[src/core/emp_defs.svh]
// Constants of the extended memory paging and linear pointer block.
// Assumes an eight-bit CPU data bus and a sixteen-bit CPU address bus.
`ifndef EMP_DEFS_SVH
`define EMP_DEFS_SVH

// Bus and address widths
`define EMP_CPU_AW 16
`define EMP_EXT_AW 17
`define EMP_DW 8
`define EMP_LOW_AW 14
`define EMP_PAGE_BITS 3

// Register addresses in the CPU direct page
`define EMP_ADDR_PAGE 16'h0078
`define EMP_ADDR_PTR_HIGH 16'h0079
`define EMP_ADDR_PTR_MID 16'h007a
`define EMP_ADDR_PTR_LOW 16'h007b
`define EMP_ADDR_WORD_INC 16'h007c
`define EMP_ADDR_BYTE_INC 16'h007d
`define EMP_ADDR_BYTE 16'h007e
`define EMP_ADDR_PTR_ADD 16'h007f

// Paging window: CPU address bits 15:14 equal to this value
`define EMP_WINDOW_TAG 2'h2

// Reset values
`define EMP_PAGE_RESET 8'h02
`define EMP_PTR_RESET 17'h00000

`endif

[src/core/emp_pkg.sv]
// Types shared by the extended memory paging and linear pointer block.
// Assumes emp_defs.svh is on the include path.
`include "emp_defs.svh"

package emp_pkg;

  typedef enum logic [3:0] {
    EMP_KIND_MEM = 4'h0,
    EMP_KIND_PAGE = 4'h1,
    EMP_KIND_PTR_HIGH = 4'h2,
    EMP_KIND_PTR_MID = 4'h3,
    EMP_KIND_PTR_LOW = 4'h4,
    EMP_KIND_WORD_INC = 4'h5,
    EMP_KIND_BYTE_INC = 4'h6,
    EMP_KIND_BYTE = 4'h7,
    EMP_KIND_PTR_ADD = 4'h8
  } emp_kind_t;

  typedef struct packed {
    logic valid;
    logic write;
    logic [`EMP_CPU_AW-1:0] addr;
    logic [`EMP_DW-1:0] wdata;
  } emp_cpu_req_t;

  typedef struct packed {
    logic valid;
    logic write;
    logic [`EMP_EXT_AW-1:0] addr;
    logic [`EMP_DW-1:0] wdata;
  } emp_mem_req_t;

endpackage

[src/core/emp_xlate.sv]
// Address decode and translation for the paging and linear pointer block.
// Purely combinational; the caller registers whatever it drives out.
`timescale 1ns/1ps
`default_nettype none
`include "emp_defs.svh"

module emp_xlate
  import emp_pkg::*;
(
  // CPU side
  input wire logic [`EMP_CPU_AW-1:0] i_addr,
  // Block state
  input wire logic [`EMP_DW-1:0] i_page,
  input wire logic [`EMP_EXT_AW-1:0] i_pointer,
  // Results
  output emp_kind_t o_kind,
  output logic [`EMP_EXT_AW-1:0] o_ext_addr
);

  logic in_window;
  logic is_linear;
  logic [`EMP_EXT_AW-1:0] window_addr;
  logic [`EMP_EXT_AW-1:0] plain_addr;

  assign in_window = (i_addr[`EMP_CPU_AW-1:`EMP_LOW_AW] == `EMP_WINDOW_TAG);
  // Only eight pages exist, so upper page bits do not reach the address
  assign window_addr = {i_page[`EMP_PAGE_BITS-1:0], i_addr[`EMP_LOW_AW-1:0]};
  assign plain_addr = {1'b0, i_addr};

  assign o_kind = (i_addr == `EMP_ADDR_PAGE) ? EMP_KIND_PAGE :
                  (i_addr == `EMP_ADDR_PTR_HIGH) ? EMP_KIND_PTR_HIGH :
                  (i_addr == `EMP_ADDR_PTR_MID) ? EMP_KIND_PTR_MID :
                  (i_addr == `EMP_ADDR_PTR_LOW) ? EMP_KIND_PTR_LOW :
                  (i_addr == `EMP_ADDR_WORD_INC) ? EMP_KIND_WORD_INC :
                  (i_addr == `EMP_ADDR_BYTE_INC) ? EMP_KIND_BYTE_INC :
                  (i_addr == `EMP_ADDR_BYTE) ? EMP_KIND_BYTE :
                  (i_addr == `EMP_ADDR_PTR_ADD) ? EMP_KIND_PTR_ADD :
                  EMP_KIND_MEM;

  assign is_linear = (o_kind == EMP_KIND_WORD_INC) || (o_kind == EMP_KIND_BYTE_INC) ||
                     (o_kind == EMP_KIND_BYTE);

  // Linear ports use the pointer whatever page runs code
  assign o_ext_addr = is_linear ? i_pointer :
                      in_window ? window_addr : plain_addr;

endmodule
`default_nettype wire

[src/core/emp_mmu.sv]
// Extended memory paging and linear pointer logic, top level.
// Sits between a byte-wide CPU bus and a 128K extended memory; the memory
// answers a read in the same cycle that its request stands on o_mem_req.
`timescale 1ns/1ps
`default_nettype none
`include "emp_defs.svh"

// How it works
// - pointer is 17 bits; data ports address it
// - auto-increment ports step pointer; plain port holds
// - word port read returns data, then increments
// - word port write stores data, then increments
// - byte auto-increment port follows word port
// - add port adds signed byte to pointer
// - paging window goes to selected flash block
// - window address is page bits 2:0 over CPU bits 13:0
// - reset loads page select with two
// - page select readable, writable, stacked by calls
// - linear ports reach any page
// - extended space totals 128K bytes
// - far call pushes page, loads new, uninterrupted
// - byte auto-increment port mirrors word port
module emp_mmu
  import emp_pkg::*;
(
  // Clock and reset
  input wire logic i_core_clk,
  input wire logic i_srst,
  // CPU byte access, one per cycle at most
  input wire emp_cpu_req_t i_cpu_req,
  output emp_cpu_req_t o_unused_placeholder_never,
  output logic [`EMP_DW-1:0] o_cpu_rdata,
  output logic o_cpu_rvalid,
  // Far call and far return page control
  input wire logic i_page_load,
  input wire logic [`EMP_DW-1:0] i_page_value,
  output logic [`EMP_DW-1:0] o_program_page_select,
  // Extended memory side
  output emp_mem_req_t o_mem_req,
  input wire logic [`EMP_DW-1:0] i_mem_rdata,
  // Pointer state for observation
  output logic [`EMP_EXT_AW-1:0] o_linear_pointer
);

  emp_kind_t kind;
  logic [`EMP_EXT_AW-1:0] ext_addr;
  logic [`EMP_DW-1:0] page;
  logic [`EMP_EXT_AW-1:0] pointer;
  logic [`EMP_DW-1:0] wdata;
  logic req_valid;
  logic req_write;
  logic req_read;
  logic is_step;
  logic is_linear;
  logic is_reg;
  logic [`EMP_EXT_AW-1:0] ptr_inc;
  logic [`EMP_EXT_AW-1:0] ptr_sum;
  logic [`EMP_EXT_AW-1:0] next_pointer;
  logic [`EMP_DW-1:0] next_page;
  logic [`EMP_DW-1:0] reg_rdata;
  emp_mem_req_t next_mem_req;
  logic s1_read;
  logic s1_reg;
  logic [`EMP_DW-1:0] s1_reg_data;

  emp_xlate u_xlate (
    .i_addr(i_cpu_req.addr),
    .i_page(page),
    .i_pointer(pointer),
    .o_kind(kind),
    .o_ext_addr(ext_addr)
  );

  assign req_valid = i_cpu_req.valid;
  assign req_write = req_valid && i_cpu_req.write;
  assign req_read = req_valid && !i_cpu_req.write;
  assign wdata = i_cpu_req.wdata;

  // Both auto-increment ports act the same; only their addresses differ
  assign is_step = req_valid && ((kind == EMP_KIND_WORD_INC) ||
                                 (kind == EMP_KIND_BYTE_INC));
  assign is_linear = is_step || (req_valid && (kind == EMP_KIND_BYTE));
  assign is_reg = req_valid && (kind != EMP_KIND_MEM) && !is_linear;

  // Arithmetic keeps 17 bits so the pointer wraps inside the space
  assign ptr_inc = pointer + `EMP_EXT_AW'(1);
  assign ptr_sum = pointer + {{(`EMP_EXT_AW-`EMP_DW){wdata[`EMP_DW-1]}}, wdata};

  always_comb begin
    next_pointer = pointer;
    if (is_step) begin
      next_pointer = ptr_inc;
    end else if (req_write) begin
      case (kind)
        EMP_KIND_PTR_HIGH: next_pointer = {wdata[0], pointer[15:0]};
        EMP_KIND_PTR_MID: next_pointer = {pointer[16], wdata, pointer[7:0]};
        EMP_KIND_PTR_LOW: next_pointer = {pointer[16:8], wdata};
        EMP_KIND_PTR_ADD: next_pointer = ptr_sum;
        default: next_pointer = pointer;
      endcase
    end
  end

  // A far call or return outranks a plain write landing in the same cycle
  assign next_page = i_page_load ? i_page_value :
                     (req_write && (kind == EMP_KIND_PAGE)) ? wdata : page;

  // Reads of the add port return zero; it holds no value of its own
  assign reg_rdata = (kind == EMP_KIND_PAGE) ? page :
                     (kind == EMP_KIND_PTR_HIGH) ? {7'h00, pointer[16]} :
                     (kind == EMP_KIND_PTR_MID) ? pointer[15:8] :
                     (kind == EMP_KIND_PTR_LOW) ? pointer[7:0] : 8'h00;

  // Memory address is taken from the pointer before it steps
  assign next_mem_req.valid = req_valid && !is_reg;
  assign next_mem_req.write = req_write;
  assign next_mem_req.addr = ext_addr;
  assign next_mem_req.wdata = wdata;

  always_ff @(posedge i_core_clk) begin
    if (i_srst) begin
      page <= `EMP_PAGE_RESET;
      pointer <= `EMP_PTR_RESET;
    end else begin
      page <= next_page;
      pointer <= next_pointer;
    end
  end

  always_ff @(posedge i_core_clk) begin
    if (i_srst) begin
      o_mem_req <= '0;
      s1_read <= 1'b0;
      s1_reg <= 1'b0;
      s1_reg_data <= 8'h00;
    end else begin
      o_mem_req <= next_mem_req;
      s1_read <= req_read;
      s1_reg <= is_reg;
      s1_reg_data <= reg_rdata;
    end
  end

  always_ff @(posedge i_core_clk) begin
    if (i_srst) begin
      o_cpu_rdata <= 8'h00;
      o_cpu_rvalid <= 1'b0;
    end else begin
      o_cpu_rdata <= s1_reg ? s1_reg_data : i_mem_rdata;
      o_cpu_rvalid <= s1_read;
    end
  end

  always_ff @(posedge i_core_clk) begin
    if (i_srst) begin
      o_program_page_select <= `EMP_PAGE_RESET;
      o_linear_pointer <= `EMP_PTR_RESET;
      o_unused_placeholder_never <= '0;
    end else begin
      o_program_page_select <= next_page;
      o_linear_pointer <= next_pointer;
      o_unused_placeholder_never <= '0;
    end
  end

  // Helper copies for checks only
  logic [`EMP_EXT_AW-1:0] chk_add_ext;
  logic chk_word;
  logic chk_byte_inc;
  logic chk_window;
  assign chk_add_ext = {{(`EMP_EXT_AW-`EMP_DW){wdata[`EMP_DW-1]}}, wdata};
  assign chk_word = req_valid && (i_cpu_req.addr == `EMP_ADDR_WORD_INC);
  assign chk_byte_inc = req_valid && (i_cpu_req.addr == `EMP_ADDR_BYTE_INC);
  assign chk_window = req_valid &&
                      (i_cpu_req.addr[`EMP_CPU_AW-1:`EMP_LOW_AW] == `EMP_WINDOW_TAG);
endmodule
`default_nettype wire

[config.mk]
export PLATFORM = sky130hd
export DESIGN_NAME = emp_mmu
export DESIGN_NICKNAME = d
export VERILOG_FILES = /design/src/core/emp_pkg.sv /design/src/core/emp_xlate.sv /design/src/core/emp_mmu.sv
export VERILOG_INCLUDE_DIRS = /design/src /design/src/core
export SDC_FILE = /design/constraint.sdc
export NUM_CORES = 1
export LEC_CHECK = 0
export BUFFER_PORTS_ARGS = -buffer_cell sky130_fd_sc_hd__buf_2
export CAP_MARGIN = 20
export CORE_MARGIN = 4
export CORE_UTILIZATION = 51
export DETAILED_ROUTE_END_ITERATION = 16
export PLACE_DENSITY = 0.79
export SLEW_MARGIN = 10
export SYNTH_ARGS = -nofsm -noshare
export SYNTH_HDL_FRONTEND = slang
export SYNTH_HIERARCHICAL = 1
export SYNTH_SLANG_ARGS = --single-unit
[constraint.sdc]
create_clock -name i_core_clk -period 4.1 [get_ports i_core_clk]
set_clock_uncertainty 0.15 [all_clocks]
set_input_delay 1.025 -clock i_core_clk [delete_from_list [all_inputs] [get_ports i_core_clk]]
set_output_delay 1.025 -clock i_core_clk [all_outputs]
set_load 0.02 [all_outputs]
==> metrics <==
DRT iter0 DRCs=320; Die Ht=103 um; Clk pwr share=0.396; Layout Nets=714; Reg with most FFs=o_mem_req; Pwr Density=286 mW/mm2; Buf/Inv on CP=1; P_sw=429 uW; Synth async-reset ratio=0; register share of total power=0.476; Via-to-Cell Ratio=5.99; first-pass GRT wire length=20500 um; Final GP Congestion=0.928; quantity of I/O buffers inserted on ports=105; Total Routing Usage GR=0.247; CTS buffer count=9; cells after synthesis=553; Data required, critical path=4180 ps; Post-CTS Repair Setup Buffers=0; Netlist cell types=76; fmax=0.285 GHz; row count=34; Routed Antenna Nets=0; area grow syn2layout=15.2%; VDD IR max=0.000178 V; Sw Share=0.283; total congestion overflow=0; Post-Syn Area=0.00459 mm2; endpoints failing setup=0; internal cell power=1.09 mW; Worst Tran Pin Value=719 ps; crit-path max cell delay=530 ps; HP Class=flip-flop to flip-flop; max_cap viols=0; CTS tree=done; fin crit share=0.857; slowest CP cell=nor2_1; Final Util=0.607; minimum clock period after layout=3510 ps; Yosys reg bits=71; hold buffer count at CTS=0; CTS resizes=0; ant diodes=0; CP Max Fanout=12; Slew HR=0.514; clk buf depth=2; HPWL Detailed=10000 um; H-tree depth=3; I/O pin count=132; Largest regs=o_mem_req: 27 flops, o_linear_pointer: 17 flops; status=complete, no violations; Worst-path clk slew=80 ps; Largest register FFs=27; later-pin clock latency in the skew report=350 ps; sequential fraction of the synthesis area=0.310; Post-synth EDFFs=0; Die W=103 um; layout cells sized above 1=0.238; Main synth FF type=dfxtp_1; clk sinks=71; kind of critical path=input port to flip-flop; Worst EP arrival=3590 ps; WL/cell=17.5 um; yosys warns=6; core area=0.00872 mm2; Final Hold Viols=0; Syn Area/Cell=8.30 um2; Fill cells=762; RSZ-0062 raised after global routing=false; vias=4576; drt drc=0; Initial Utilization=0.527; crit path cell chain=buf_2, nor4b_2, nand4_2, nor2_1, nand3b_1, nor3_1, o21a_1, a21bo_1, a21oi_1, or3_1; largest net degree at the start of global routing=38; crit end category=flip-flop; Startpoint Class=input port; CP top delay family=simple AND/OR/NAND/NOR gates; max-slew violation count=0; Sum Neg Setup Slack=0 ps; clk root buf=clkbuf_8; vias in the first global route=4182; Leak=2.33 nW; Detailed Route WL=13400 um; initial antenna violation count=0; die area=0.0106 mm2; combinational share of power=0.128; DRT Pass-1 Iters=5
## cells in the final DEF, fill, tap and decap left out, types with 4 or more instances in the layout
cell	Yosys	routed
a221oi_1	6	6
a21o_1	4	4
conb_1	1	26
inv_1	12	12
nor2_1	73	73
mux2i_1	16	16
or3_1	4	4
and3_1	8	8
xor2_1	6	6
o21ai_0	33	33
a21o_2	7	7
nand4_1	6	6
xnor2_1	8	8
nor2b_1	29	29
nor3_1	9	9
a21oi_1	35	35
a22oi_1	9	9
nand3b_1	6	6
mux2_2	7	7
o21a_1	9	9
a211oi_1	10	10
o31ai_1	5	5
dfxtp_1	71	71
ha_1	17	17
buf_4	30	9
a31oi_1	6	6
nand3_1	14	14
nand2_1	24	24
buf_2	9	105
clkbuf_8	1	10
## per-stage QoR
step                      cells  hold slack [ps]  cell area [um2]  total power [mW]  setup slack, ps
final                       764              313             5290              1.51              587
after global routing        764              320             5290              1.56              275
after CTS                   764              315             5290              1.52              626
after detailed placement    748              303             5080             0.931              272
after global placement      748              274             5080             0.925              353
after floorplan             578              264             4690             0.873              776
## path summary, 6_finish.rpt
check	to	slack [ps]	start	depth (start not counted)
min	o_cpu_rvalid	310	s1_read	1
min reg2reg	o_cpu_rvalid	310	s1_read	1
max	o_linear_pointer[15]	590	i_cpu_req[23]	10
max reg2reg	o_linear_pointer[12]	1190	o_linear_pointer[0]	9
## synthesized netlist by cell type (all sizes together) (4+ instances only)
cell	count	share of area
nor2	74	0.062
dfxtp	71	0.31
buf	42	0.063
a21oi	35	0.038
o21ai	34	0.037
nor2b	29	0.040
nand2	24	0.020
ha	17	0.046
mux2i	16	0.035
nand3	14	0.015
inv	12	0.0098
a21o	11	0.020
a211oi	10	0.016
clkbuf	10	0.010
nor3	10	0.012
a22oi	9	0.015
o21a	9	0.015
and3	8	0.011
nand4	8	0.014
xnor2	8	0.015
mux2	7	0.017
a221oi	6	0.011
a31oi	6	0.0082
nand3b	6	0.0098
nor4b	6	0.017
xor2	6	0.011
o31ai	5	0.0082
nor4	4	0.0087
or3	4	0.0054
## logic make-up after synthesis
group                      Yosys count  share of synthesized area
buffers and inverters               64                     0.0831
other                                1                   0.000817
DFF                                 71                      0.310
AOI/OAI and AO/OA                  154                      0.224
xor gates and xnor gates            14                     0.0267
adders and majority gates           19                     0.0529
and+or+nand+nor                    207                      0.251
muxes                               23                     0.0520
## worst reg2reg max path, stage by stage, from the launching register on
cell	delay, ps
dfxtp_1	550
ha_1	300
inv_1	70
fa_1	400
nor2b_1	160
o31a_1	230
o31a_1	220
a31oi_1	150
or4_1	410
a41oi_1	190
## final cells by class
| cell class | instances | area (um2) | share of cell area |
|---|---|---|---|
| clock inverters | 6 | 75.1 | 0.0142 |
| clock buffers | 10 | 138 | 0.0260 |
| multi-input cells | 443 | 2880 | 0.545 |
| repair buffers | 114 | 593 | 0.112 |
| flip-flops and latches | 71 | 1420 | 0.269 |
| well taps | 108 | 135 | 0.0255 |
| inverters | 12 | 45.0 | 0.00851 |
## metal layers
metal  GRT usage  wire, um
met1       0.306      5510
met2       0.419      6330
met3      0.0541      1250
met4      0.0886       292
met5           0         0
## power groups by stage
stage	combinational [mW]	clock [mW]	sequential, mW
after detailed placement	0.193	0	0.738
after CTS	0.193	0.602	0.721
after global routing	0.211	0.627	0.723
after global placement	0.188	0	0.737
after floorplan	0.109	0	0.765
final	0.194	0.599	0.721
(Power assumes the default switching activity.)
